===== src/cd_defs.svh =====
`ifndef CD_DEFS_SVH
`define CD_DEFS_SVH

// Register byte addresses.
`define CD_ADDR_W 10
`define CD_DIV0_COUNTS_ADDR 10'h190
`define CD_DIV0_CONTROL_ADDR 10'h191
`define CD_CH0_POWER_ADDR 10'h192
`define CD_DIV1_COUNTS_ADDR 10'h193
`define CD_DIV1_CONTROL_ADDR 10'h194
`define CD_CH1_POWER_ADDR 10'h195

// Cycle count fields.
`define CD_LOW_MSB 7
`define CD_LOW_LSB 4
`define CD_HIGH_MSB 3
`define CD_HIGH_LSB 0

// Control fields.
`define CD_BYPASS_BIT 7
`define CD_IGNORE_BIT 6
`define CD_FORCE_BIT 5
`define CD_START_BIT 4
`define CD_PHASE_MSB 3
`define CD_PHASE_LSB 0

// Power and duty fields; other bits of that register read zero.
`define CD_PDN_BIT 2
`define CD_DCC_DIS_BIT 0
`define CD_POWER_MASK 8'h05

// Reset values.
`define CD_DIV0_COUNTS_RST 8'h77
`define CD_DIV1_COUNTS_RST 8'h33
`define CD_CONTROL_RST 8'h00
`define CD_POWER_RST 8'h00

// Total period offset: both phases add one cycle each.
`define CD_PERIOD_EXTRA 6'h02
`endif


===== src/cd_pkg.sv =====
package cd_pkg;
  // Divider sequencing: held by sync, waiting out the phase offset, running.
  typedef enum logic [1:0] {
    CD_HOLD,
    CD_DELAY,
    CD_RUN
  } cd_state_t;

  // One configuration register byte.
  typedef logic [7:0] cd_byte_t;
endpackage


===== src/cd_out_stage.sv =====
`timescale 1ns/100ps
// One output pin of a channel: power-down enable and bypass selection.
module cd_out_stage (
  input wire logic ref_clk_in,
  input wire logic rst_b_in,
  input wire logic div_in,
  input wire logic bypass_in,
  input wire logic pdn_in,
  output logic pin_out,
  output logic pin_en_out
);
  // Registered enable, high while the pin is driven.
  logic en_reg;
  // Registered bypass select, so the mux select never glitches.
  logic byp_reg;

  // Power-down takes the pin to high impedance by dropping its enable.
  always_ff @(posedge ref_clk_in or negedge rst_b_in) begin
    if (!rst_b_in) begin
      en_reg <= 1'b0;
    end else begin
      en_reg <= ~pdn_in;
    end
  end

  // The bypass select is captured on the clock so it changes cleanly.
  always_ff @(posedge ref_clk_in or negedge rst_b_in) begin
    if (!rst_b_in) begin
      byp_reg <= 1'b0;
    end else begin
      byp_reg <= bypass_in;
    end
  end

  // In bypass the input clock itself reaches the pin; this is the one
  // path that cannot come from a flip-flop, since it is divide by one.
  // A powered-down pin drives a quiet low behind its low enable.
  assign pin_out = en_reg & (byp_reg ? ref_clk_in : div_in);
  assign pin_en_out = en_reg;
endmodule


===== src/cd_top.sv =====
`timescale 1ns/100ps
`include "cd_defs.svh"
// Two channel clock dividers with their configuration registers.
// Register writes land on the edge that samples the strobe; reads
// load their data on that same edge and then hold until the next read.
module cd_top #(
  parameter int COUNT_W = 4
) (
  input wire logic ref_clk_in,
  input wire logic rst_b_in,
  // Chip-level synchronization, active high, held as a level.
  input wire logic sync_in,
  // Register access port. Both strobes last one cycle per byte; a read
  // and a write in one cycle return the old value.
  input wire logic reg_wr_in,
  input wire logic reg_rd_in,
  // Byte address; only the six channel registers answer.
  input wire logic [`CD_ADDR_W-1:0] reg_addr_in,
  input wire logic [7:0] reg_wdata_in,
  // Registered read data, held until the next read.
  output logic [7:0] reg_rdata_out,
  // Channel 0 outputs and their enables.
  output logic channel0_output_a_out,
  output logic channel0_output_b_out,
  output logic channel0_output_c_out,
  output logic channel0_output_a_en_out,
  output logic channel0_output_b_en_out,
  output logic channel0_output_c_en_out,
  // Channel 1 outputs and their enables.
  output logic channel1_output_a_out,
  output logic channel1_output_b_out,
  output logic channel1_output_c_out,
  output logic channel1_output_a_en_out,
  output logic channel1_output_b_en_out,
  output logic channel1_output_c_en_out
);
  // Both count fields must share one register byte.
  // Wider fields would need a second register byte per channel.
  if (2 * COUNT_W != 8) begin : g_bad_width
    $error("COUNT_W must be 4 so both counts fit one byte.");
  end

  // Number of channels and of outputs per channel.
  // The loops serve any count; the pin maps below are written out.
  localparam int NCH = 2;
  localparam int NOUT = 3;

  // Addresses of each channel's three registers.
  localparam logic [`CD_ADDR_W-1:0] CNT_ADDR [NCH] = '{
    `CD_DIV0_COUNTS_ADDR, `CD_DIV1_COUNTS_ADDR};
  localparam logic [`CD_ADDR_W-1:0] CTL_ADDR [NCH] = '{
    `CD_DIV0_CONTROL_ADDR, `CD_DIV1_CONTROL_ADDR};
  localparam logic [`CD_ADDR_W-1:0] PWR_ADDR [NCH] = '{
    `CD_CH0_POWER_ADDR, `CD_CH1_POWER_ADDR};
  // The two dividers come out of reset at different ratios.
  localparam cd_pkg::cd_byte_t CNT_RST [NCH] = '{
    `CD_DIV0_COUNTS_RST, `CD_DIV1_COUNTS_RST};

  // Channel state lives in arrays so one loop serves both channels.
  // Low and high cycle counts, one byte per channel.
  cd_pkg::cd_byte_t counts_reg [NCH];
  // Bypass, ignore sync, force, start level and phase offset.
  cd_pkg::cd_byte_t control_reg [NCH];
  // Power-down and duty-cycle correction disable.
  cd_pkg::cd_byte_t power_reg [NCH];
  // Registered read data.
  cd_pkg::cd_byte_t rdata_reg;
  // Read data for the addressed register.
  cd_pkg::cd_byte_t rdata_next;
  // Divider output level of each channel, from a flip-flop.
  logic [NCH-1:0] div_reg;
  // Pin outputs and enables, channel by output.
  logic pin [NCH][NOUT];
  logic pin_en [NCH][NOUT];

  // Read mux: unmapped addresses read zero. The addresses never overlap,
  // so the order of the tests below does not matter.
  always_comb begin
    rdata_next = 8'h00;
    for (int c = 0; c < NCH; c++) begin
      if (reg_addr_in == CNT_ADDR[c]) begin
        rdata_next = counts_reg[c];
      end
      if (reg_addr_in == CTL_ADDR[c]) begin
        rdata_next = control_reg[c];
      end
      if (reg_addr_in == PWR_ADDR[c]) begin
        // Reserved bits are never stored, so they read zero.
        rdata_next = power_reg[c];
      end
    end
  end

  // Read data is taken one cycle after the read strobe and held.
  // Holding it lets a slow reader sample at leisure; the cost is one
  // flop per bit and one cycle of latency.
  always_ff @(posedge ref_clk_in or negedge rst_b_in) begin
    if (!rst_b_in) begin
      rdata_reg <= 8'h00;
    end else if (reg_rd_in) begin
      // Only a read strobe moves the read data.
      rdata_reg <= rdata_next;
    end
  end

  // The read port comes straight from its flop.
  assign reg_rdata_out = rdata_reg;

  // One divider per channel; both share the bus and the sync input, so
  // channels released together leave hold on the same edge.
  for (genvar c = 0; c < NCH; c++) begin : g_ch
    // Sequencer state of this channel.
    cd_pkg::cd_state_t state_reg;
    // Cycle counter shared by the phase delay and both phases.
    logic [COUNT_W-1:0] cnt_reg;
    // Internal divider level before any forcing.
    logic lvl_reg;
    // Field views of the registers.
    logic [COUNT_W-1:0] low_cnt;
    logic [COUNT_W-1:0] high_cnt;
    logic [COUNT_W-1:0] phase;
    // Control bits of this channel.
    logic bypass;
    logic ignore_sync;
    logic force_hi;
    logic start_hi;
    // Power and duty bits of this channel.
    logic pdn;
    logic dcc_dis;
    // Whole period in cycles and the per-phase limits derived from it.
    logic [5:0] period;
    logic [5:0] half_up;
    logic [5:0] half_dn;
    logic [COUNT_W-1:0] high_lim;
    logic [COUNT_W-1:0] low_lim;
    logic [COUNT_W-1:0] cur_lim;
    // Sync is obeyed only while the ignore bit is clear.
    logic sync_hold;

    // Slices of the three registers; every field sits at fixed bits.
    assign low_cnt = counts_reg[c][`CD_LOW_MSB:`CD_LOW_LSB];
    assign high_cnt = counts_reg[c][`CD_HIGH_MSB:`CD_HIGH_LSB];
    assign bypass = control_reg[c][`CD_BYPASS_BIT];
    assign ignore_sync = control_reg[c][`CD_IGNORE_BIT];
    assign force_hi = control_reg[c][`CD_FORCE_BIT];
    assign start_hi = control_reg[c][`CD_START_BIT];
    assign phase = control_reg[c][`CD_PHASE_MSB:`CD_PHASE_LSB];
    assign pdn = power_reg[c][`CD_PDN_BIT];
    assign dcc_dis = power_reg[c][`CD_DCC_DIS_BIT];

    // Counts register: write at its address. A new count is compared
    // live, so it acts within the current level; a counter already past
    // the new limit runs on until it wraps, which stretches one level.
    always_ff @(posedge ref_clk_in or negedge rst_b_in) begin
      if (!rst_b_in) begin
        counts_reg[c] <= CNT_RST[c];
      end else if (reg_wr_in && reg_addr_in == CNT_ADDR[c]) begin
        counts_reg[c] <= reg_wdata_in;
      end
    end

    // Control register: phase offset resets to zero with the rest.
    // A new start level or offset only takes hold at the next sync or bypass release.
    always_ff @(posedge ref_clk_in or negedge rst_b_in) begin
      if (!rst_b_in) begin
        control_reg[c] <= `CD_CONTROL_RST;
      end else if (reg_wr_in && reg_addr_in == CTL_ADDR[c]) begin
        control_reg[c] <= reg_wdata_in;
      end
    end

    // Power and duty register: only the two defined bits are kept.
    always_ff @(posedge ref_clk_in or negedge rst_b_in) begin
      if (!rst_b_in) begin
        power_reg[c] <= `CD_POWER_RST;
      end else if (reg_wr_in && reg_addr_in == PWR_ADDR[c]) begin
        // Masking on write keeps the unused bits at zero with no read logic.
        power_reg[c] <= reg_wdata_in & `CD_POWER_MASK;
      end
    end

    // The period is the sum of both phases, each one longer than its
    // field. Correction splits that period as evenly as whole input
    // cycles allow; odd periods give the extra cycle to the high phase,
    // since half-cycle steps are not available in this clock domain.
    always_comb begin
      // Six bits hold the longest period of thirty-two cycles.
      period = {2'b00, high_cnt} + {2'b00, low_cnt} + `CD_PERIOD_EXTRA;
      half_up = (period + 6'h01) >> 1;
      half_dn = period >> 1;
      // Without correction each phase keeps its own field.
      if (dcc_dis) begin
        high_lim = high_cnt;
        low_lim = low_cnt;
      end else begin
        // With correction both limits come from the even split.
        high_lim = 4'(half_up - 6'h01);
        low_lim = 4'(half_dn - 6'h01);
      end
      // The counter is held against the limit of the level it is in.
      cur_lim = lvl_reg ? high_lim : low_lim;
    end

    // Sync is a level: with ignore clear the divider stays parked while it is high.
    assign sync_hold = sync_in & ~ignore_sync;

    // Divider sequencer. Sync or bypass parks it at the start level; on
    // release it waits out the phase offset, then alternates phases.
    always_ff @(posedge ref_clk_in or negedge rst_b_in) begin
      if (!rst_b_in) begin
        // Reset parks the divider; its release acts like a sync release.
        state_reg <= cd_pkg::CD_HOLD;
        cnt_reg <= '0;
        lvl_reg <= 1'b0;
      end else if (bypass || sync_hold) begin
        // Bypass powers the divider down; it restarts when cleared.
        state_reg <= cd_pkg::CD_HOLD;
        cnt_reg <= '0;
        lvl_reg <= start_hi;
      end else begin
        case (state_reg)
          cd_pkg::CD_HOLD: begin
            // First free cycle: load the start level, clear the counter.
            state_reg <= cd_pkg::CD_DELAY;
            cnt_reg <= '0;
            lvl_reg <= start_hi;
          end
          cd_pkg::CD_DELAY: begin
            // A zero offset leaves only the one cycle of this state.
            if (cnt_reg == phase) begin
              state_reg <= cd_pkg::CD_RUN;
              cnt_reg <= '0;
            end else begin
              cnt_reg <= cnt_reg + 1'b1;
            end
          end
          cd_pkg::CD_RUN: begin
            // Each level lasts its limit plus one cycles.
            if (cnt_reg == cur_lim) begin
              lvl_reg <= ~lvl_reg;
              cnt_reg <= '0;
            end else begin
              cnt_reg <= cnt_reg + 1'b1;
            end
          end
          default: begin
            // An unused state code recovers through hold.
            state_reg <= cd_pkg::CD_HOLD;
            cnt_reg <= '0;
          end
        endcase
      end
    end

    // Output flop. Force only acts with ignore set; otherwise the force
    // bit is inert and the divider level passes through. The flop keeps
    // the divider path free of glitches, at the price of one cycle of
    // latency after the sequencer.
    always_ff @(posedge ref_clk_in or negedge rst_b_in) begin
      if (!rst_b_in) begin
        div_reg[c] <= 1'b0;
      end else if (ignore_sync && force_hi) begin
        // Ignore with force pins the output high.
        div_reg[c] <= 1'b1;
      end else begin
        div_reg[c] <= lvl_reg;
      end
    end

    // Three pins per channel share the divider and power state. Each pin
    // has its own enable and select flops; the divider flop div_reg and the
    // register bits pdn and bypass each drive all three loads.
    for (genvar o = 0; o < NOUT; o++) begin : g_out
      cd_out_stage u_stage (
        .ref_clk_in(ref_clk_in),
        .rst_b_in(rst_b_in),
        .div_in(div_reg[c]),
        .bypass_in(bypass),
        .pdn_in(pdn),
        .pin_out(pin[c][o]),
        .pin_en_out(pin_en[c][o])
      );
    end
  end

  // Pin map of channel 0.
  // Each top-level pin is a named copy of its stage's output.
  assign channel0_output_a_out = pin[0][0];
  assign channel0_output_b_out = pin[0][1];
  assign channel0_output_c_out = pin[0][2];
  assign channel0_output_a_en_out = pin_en[0][0];
  assign channel0_output_b_en_out = pin_en[0][1];
  assign channel0_output_c_en_out = pin_en[0][2];

  // Pin map of channel 1.
  // Channel 1 keeps the same pin order as channel 0.
  assign channel1_output_a_out = pin[1][0];
  assign channel1_output_b_out = pin[1][1];
  assign channel1_output_c_out = pin[1][2];
  assign channel1_output_a_en_out = pin_en[1][0];
  assign channel1_output_b_en_out = pin_en[1][1];
  assign channel1_output_c_en_out = pin_en[1][2];
endmodule


===== config.mk =====
export PLATFORM = sky130hd
export DESIGN_NAME = cd_top
export DESIGN_NICKNAME = d
export VERILOG_FILES = /design/src/cd_pkg.sv /design/src/cd_out_stage.sv /design/src/cd_top.sv
export VERILOG_INCLUDE_DIRS = /design/src
export SDC_FILE = /design/constraint.sdc
export NUM_CORES = 1
export LEC_CHECK = 0
export BUFFER_PORTS_ARGS = -buffer_cell sky130_fd_sc_hd__buf_2
export CAP_MARGIN = 15
export CORE_AREA = 2 2 102 104
export DETAILED_ROUTE_END_ITERATION = 7
export DIE_AREA = 0 0 104 106
export GPL_ROUTABILITY_DRIVEN = 0
export HOLD_SLACK_MARGIN = 0.1
export PLACE_DENSITY = 0.69
export SYNTH_ARGS = -nofsm -noshare
export SYNTH_HDL_FRONTEND = slang
export SYNTH_SLANG_ARGS = --single-unit

===== constraint.sdc =====
create_clock -name ref_clk_in -period 4.5 [get_ports ref_clk_in]
set_input_delay 0 -clock ref_clk_in [delete_from_list [all_inputs] [get_ports ref_clk_in]]
set_output_delay 0 -clock ref_clk_in [all_outputs]
set_load 0.02 [all_outputs]

==> impl_metrics.ini, run 1 <==
[final_layout]
drive_gt1_share_pct = 26.6
fin_nets = 532
area.growth.synth_to_final_pct = 19.6
n_antenna_cell = 0
fill_cells = 920

[power_and_ir_drop]
peakVddDrop_uv = 208
total_power_mw = 1.93
p_leak_nw = 2.49
powerDensity_nw_per_um2 = 371

[floorplan]
initial_core_util_pct = 43.6
num_rows = 37
ios = 43
dieHeight_um = 106
dieArea_um2 = 11000
die_w_um = 104
core_area_um2 = 10000

[route]
wl_met3_um = 526
drc = 0
dr.pass1.iters = 4
wl_met1_um = 4230
vias = 3353
dr.max_layer_used = met4
drt_iter0_drc = 200
routed_wl_um = 10300
routedWlPerCell_um = 16.7
dr_wl_met2_um = 5340
ant_nets = 0
avgViaCountPerCell = 5.43

[critical_path]
crit_fanout = 7
cp_data_arrival_time_ns = 4.05
endpoint_kind = flip-flop
crit_required_ns = 4.84
r2r-end = g_ch[1].cnt_reg[1]
worstRegToRegCells = 13
worstSetupPathType = reg -> reg
start_kind = flip-flop
rrSetupSlack_ns = 0.80
r2r_start = counts_reg[5]

[sta]
skew_ns = 0.0126
min_period_over_period_pct = 82.3
final-hold-violation-count = 0
setup-tns-final_ns = 0
rsz0062_at_grt = no
fin_crit_ns = 3.70
fmax_mhz = 270
worstMarginPinSlew_ns = 0.800
setup_viol = 0
drv_slew = 0
worst_slack_ns = 0.796
relSlewSlack_pct = 46.6

[grt]
grt_max_degree = 65
antenna_found_initial = 0
overflow = 0
grt_pass1_wl_um = 17500
grt_pass1_vias = 3587
grt_usage_pct = 20.9

[synth]
synth-seq-area-share_pct = 37.0
synthCells = 414
synthArstFlopShare_pct = 100
netlist_area_um2 = 4360
synth.distinct_cells = 61
dominantRegCellSynth = dfrtp_1
synth-seq-cells = 64
synth_edf_count = 0
syn-num-nets = 471
yosysWarnings = 0
syn_area_per_cell_um2 = 10.5

[placement]
portBuffers = 42
place_worst_setup_slack_ns = 0.793
hpwl_um = 7530

[clocking]
clk_pin_slew_ns = 0.07
cts_resized = 0
clk_latency_ns = 0.45
cts_tree = yes

[run]
drv_cap = 0

[worst_hold_path]
min_to = reg_rdata_out[2]
hp-start = reg_addr_in[1]
whs_path_depth = 3
hold_class = in -> reg

[outcome]
outcome = finished clean
==> cells in the final DEF, fill, tap and decap left out, drive strengths merged, types with 6 or more instances in the layout <==
cell type / n
inv: 34
nand2: 17
dfrtp: 54
o21ai: 6
xor2: 11
ha: 32
mux4: 6
nor3: 8
dlygate4sd3: 18
a21oi: 16
o32a: 6
dfstp: 10
clkbuf: 28
mux2i: 19
mux2: 33
nand3: 14
xnor2: 22
nor2b: 8
buf: 43
nor2: 24
==> layout make-up <==
cell class	instances	area, µm²	share of cell area, %
Clock buffer	34	375	7.20
Tap cell	136	170	3.26
Multi-Input combinational cell	292	2490	47.8
Timing Repair Buffer	55	368	7.06
Sequential cell	64	1610	31.0
Inverter	34	128	2.45
Clock inverter	3	65.1	1.25
==> worst max-delay path by stage <==
stage	from	to	slack (ns)	depth (start not counted)
floorplan	counts_reg[1]	g_ch[1].cnt_reg[1]	0.99	13
global placement	counts_reg[1]	g_ch[1].cnt_reg[1]	0.87	13
detailed placement	counts_reg[1]	g_ch[1].cnt_reg[1]	0.79	13
CTS	counts_reg[5]	g_ch[1].cnt_reg[1]	0.79	13
global route	counts_reg[13]	g_ch[0].lvl_reg	0.41	13
finish	counts_reg[5]	g_ch[1].cnt_reg[1]	0.80	13
==> repair_timing <==
action / in CTS / in global routing
buffers inserted: 0 / 0
hold buffers: 18 / 0
hold endpoints to repair: 102 / 0
==> stage by stage <==
| stage | utilization, % | std cells | cell area, µm² | hold slack [ns] |
|---|---|---|---|---|
| after detailed placement | 46.2 | 569 | 4620 | 0.231 |
| after global routing | 52.1 | 618 | 5210 | 0.182 |
| after floorplan | - | 414 | 4360 | -0.296 |
| final | 52.1 | 618 | 5210 | 0.160 |
| after CTS | 52.1 | 618 | 5210 | 0.143 |
| after global placement | 46.2 | 569 | 4620 | 0.223 |
==> logic make-up after synthesis <==
kind of cell	Yosys count	synth area share, %
muxes	58	16.0
adders and majority gates	34	10.1
xor gates and xnor gates	34	7.32
buffers and inverters	58	5.80
DFF	64	37.0
and+or+nand+nor	99	12.0
AOI/OAI and AO/OA	67	11.7
==> cell usage after synthesis, drive strengths merged, types with 10 or more instances <==
cell type / n / area, µm²
buf: 13 / 83.8
xnor2: 22 / 200
clkbuf: 11 / 41.3
a21oi: 16 / 80.1
nand2: 17 / 63.8
dfrtp: 54 / 1350
inv: 34 / 128
mux2i: 19 / 190
dfstp: 10 / 263
xor2: 11 / 96.3
nor2: 24 / 90.1
nand3: 14 / 70.1
ha: 32 / 400
mux2: 33 / 372
==> where the power goes <==
part | switching, mW | total, mW | internal (mW)
logic | 0.206 | 0.393 | 0.187
registers | 0.0630 | 0.683 | 0.620
clock network | 0.314 | 0.859 | 0.545
==> critical path, cell delays in order, from the launching register on <==
cell and delay, ns:
dfstp_2 0.54, inv_1 0.06, ha_1 0.27, inv_1 0.04
ha_1 0.21, fa_1 0.62, xnor2_1 0.16, ha_1 0.18
xnor3_1 0.37, mux4_2 0.50, nand4b_1 0.18, a31oi_1 0.18
o22ai_1 0.12, and2_1 0.18
==> routing by layer <==
| metal | vias to the layer above | GRT usage [%] |
|---|---|---|
| li1 | 1593 | - |
| met2 | 89 | 35.3 |
| met1 | 1646 | 23.4 |
| met4 | 0 | 10.6 |
| met5 | - | 0 |
| met3 | 25 | 7.23 |
(Power assumes the default switching activity.)
==> run 2, diff against run 1 <==
--- a/config.mk
+++ b/config.mk
@@ -6,14 +6,15 @@
 export SDC_FILE = /design/constraint.sdc
 export NUM_CORES = 1
 export LEC_CHECK = 0
+export ABC_AREA = 1
 export BUFFER_PORTS_ARGS = -buffer_cell sky130_fd_sc_hd__buf_2
 export CAP_MARGIN = 15
-export CORE_AREA = 2 2 102 104
+export CORE_AREA = 2 2 100 102
 export DETAILED_ROUTE_END_ITERATION = 7
-export DIE_AREA = 0 0 104 106
+export DIE_AREA = 0 0 102 104
 export GPL_ROUTABILITY_DRIVEN = 0
 export HOLD_SLACK_MARGIN = 0.1
-export PLACE_DENSITY = 0.69
+export PLACE_DENSITY = 0.7
 export SYNTH_ARGS = -nofsm -noshare
 export SYNTH_HDL_FRONTEND = slang
 export SYNTH_SLANG_ARGS = --single-unit
==> constraint.sdc (replaced) <==
create_clock -name ref_clk_in -period 3.5 [get_ports ref_clk_in]
set_input_delay 0 -clock ref_clk_in [delete_from_list [all_inputs] [get_ports ref_clk_in]]
set_output_delay 0 -clock ref_clk_in [all_outputs]
set_load 0.02 [all_outputs]
==> run 2 against run 1 <==
- first-iteration DRC count is 26% lower
- critical path depth is 7 higher
- worst hold slack worse by 0.045 ns
- critical endpoint is now g_ch[1].lvl_reg
- critical path type unchanged
==> impl_metrics.ini, run 2 <==
[outcome]
outcome = finished clean

[floorplan]
die_w_um = 102
dieArea_um2 = 10600
ios = 43
initial_core_util_pct = 44.1
num_rows = 36
dieHeight_um = 104
core_area_um2 = 9550

[critical_path]
worst-path-buf-inv = 3
crit_required_ns = 3.73
crit_chain = inv_1 -> ha_1 -> inv_1 -> ha_1 -> fa_2 -> xnor2_1 -> ha_1 -> a21oi_2 -> o21ai_1 -> nand2_1 -> xor2_1 -> nand2_1 -> inv_1 -> nand2_1 -> nor2_1 -> nand3_1 -> nand2_1 -> nand2_1 -> nand2_1 -> nand2_1
slowest_delay_ns = 0.62
endpoint_kind = flip-flop
r2r_start = counts_reg[1]
slowest_stage = fa_2
cp_data_arrival_time_ns = 3.55
worstSetupPathType = reg -> reg
crit_fanout = 6
cp-startpoint = counts_reg[1]
path_delay_family = adder cells
cp_common_cell = nand2_1
start_kind = flip-flop

[route]
drc = 0
ant_nets = 0
avgViaCountPerCell = 5.05
drt_iter0_drc = 148
dr.pass1.iters = 4
vias = 3833
routedWlPerCell_um = 13.7
routed_wl_um = 10400

[final_layout]
layout_common_cells = nand2_1 (153), inv_1 (75), o21ai_0 (64)
area.growth.synth_to_final_pct = 17.5
fill_cells = 916
layout_commonest_cell = nand2_1
multi_input_area_um2 = 2200
fin_nets = 676
drive_gt1_share_pct = 14.1
fin_cells = 759
n_antenna_cell = 0
ff_latch_area_um2 = 1610

[synth]
yosysWarnings = 0
dominantRegCellSynth = dfrtp_1
synth_edf_count = 0
synth_commonest_cells = nand2_1 (154), inv_1 (74), o21ai_0 (64), dfrtp_1 (54), nand3_1 (47)
synth_area_leaders = dfrtp_1 (32%), nand2_1 (14%), ha_1 (9.5%), o21ai_0 (7.6%), inv_1 (6.6%)
synth.distinct_cells = 31
netlist_area_um2 = 4210
synthCells = 555
synth_top_area_cell = dfrtp_1
syn_area_per_cell_um2 = 7.58
synth-seq-area-share_pct = 38.4
synthArstFlopShare_pct = 100
yosysTopAreaCellShare_pct = 32.1
syn-num-nets = 612
synth_most_common_cell = nand2_1
synth-seq-cells = 64

[grt]
grt_usage_pct = 20.8
antenna_found_initial = 0
overflow = 0
grt_pass1_wl_um = 17300
grt_pass1_vias = 3786
grt_max_degree = 42

[worst_hold_path]
hold_class = in -> reg
hp-start = reg_addr_in[3]

[power_and_ir_drop]
p_int_mw = 1.27
combPwrFrac_pct = 13.2
p_sw_share_pct = 28.0
clkPwrFrac_pct = 42.6
p_leak_nw = 2.48
p_seq_share_pct = 44.2
powerDensity_nw_per_um2 = 357
p_sw_mw = 0.494
peakVddDrop_uv = 179

[sta]
fin_crit_ns = 3.32
relSlewSlack_pct = 39.5
skew_ns = 0.00906
final-hold-violation-count = 0
fmax_mhz = 301
min_period_over_period_pct = 94.9
setup_viol = 0
setup-tns-final_ns = 0
worstMarginPinSlew_ns = 0.908
drv_slew = 0

[placement]
portBuffers = 42
dp.cells = 716
hpwl_um = 7580

[clocking]
cts_tree = yes
clk_pin_slew_ns = 0.07
clk_latency_ns = 0.34

[run]
drv_cap = 0
[run 2: metrics by stage]
| stage | utilization [%] | setup WS, ns | total power, mW | hold slack [ns] | cell area (µm²) |
|---|---|---|---|---|---|
| after floorplan | - | 0.444 | 0.962 | -0.296 | 4210 |
| after global placement | 46.9 | 0.261 | 1.03 | 0.173 | 4480 |
| after detailed placement | 46.9 | 0.182 | 1.04 | 0.186 | 4480 |
| after CTS | 51.5 | 0.153 | 1.77 | 0.102 | 4920 |
| after global routing | 51.7 | -0.000856 | 1.85 | 0.131 | 4940 |
| final | 51.7 | 0.180 | 1.76 | 0.116 | 4940 |
[run 2: cells by family after synthesis]
logic type,share of synthesized area (%)
AO/OA/AOI/OAI,14.2
XOR/XNOR,4.16
adder cells (fa/ha/maj),10.5
buffers and inverters,9.79
flip-flops,38.4
AND/OR/NAND/NOR,23.0
[run 2: layout make-up]
class	instances	share of cell area [%]
multi-input combinational	397	44.4
sequential	64	32.7
clock buffer	33	6.91
timing repair buffer	49	6.18
inverter	78	5.93
tap	133	3.37
clock inverter	5	0.506
[run 2: final timing paths]
path,endpoint,slack [ns],depth (start not counted)
min reg2reg,g_ch[1].g_out[1].u_stage.pin_en_out,0.46,1
max in group asynchronous,counts_reg[0],2.25,3
min,g_ch[1].dcc_dis,0.12,4
max reg2reg,g_ch[1].lvl_reg,0.18,20
min in group asynchronous,g_ch[0].cnt_reg[0],0.33,2
max,g_ch[1].lvl_reg,0.18,20
[run 2: power groups by stage]
stage	sequential, mW	clock [mW]	combinational (mW)
3_3_place_gp	0.792	0.0231	0.214
3_5_place_dp	0.793	0.0231	0.221
6_report	0.780	0.751	0.233
4_1_cts	0.780	0.763	0.232
2_1_floorplan	0.790	0.0240	0.148
5_1_grt	0.782	0.804	0.269
[run 2: what timing repair did]
item	CTS	global route
gates resized for setup	0	4
hold endpoints to repair	69	0
setup endpoints to repair	0	9
buffers inserted	0	1
hold buffers	11	0
[run 2: metal layers]
metal,up-vias,track usage [%],wire [µm]
met5,-,0,0
met4,0,13.2,315
met2,121,30.1,4510
li1,1934,-,-
met1,1751,28.7,4960
met3,27,3.16,574
[run 2: tightest hold or removal path, stage by stage]
cell,delay [ns]
buf_2,0.09
nor2_1,0.07
nand3_1,0.15
o21ai_0,0.09
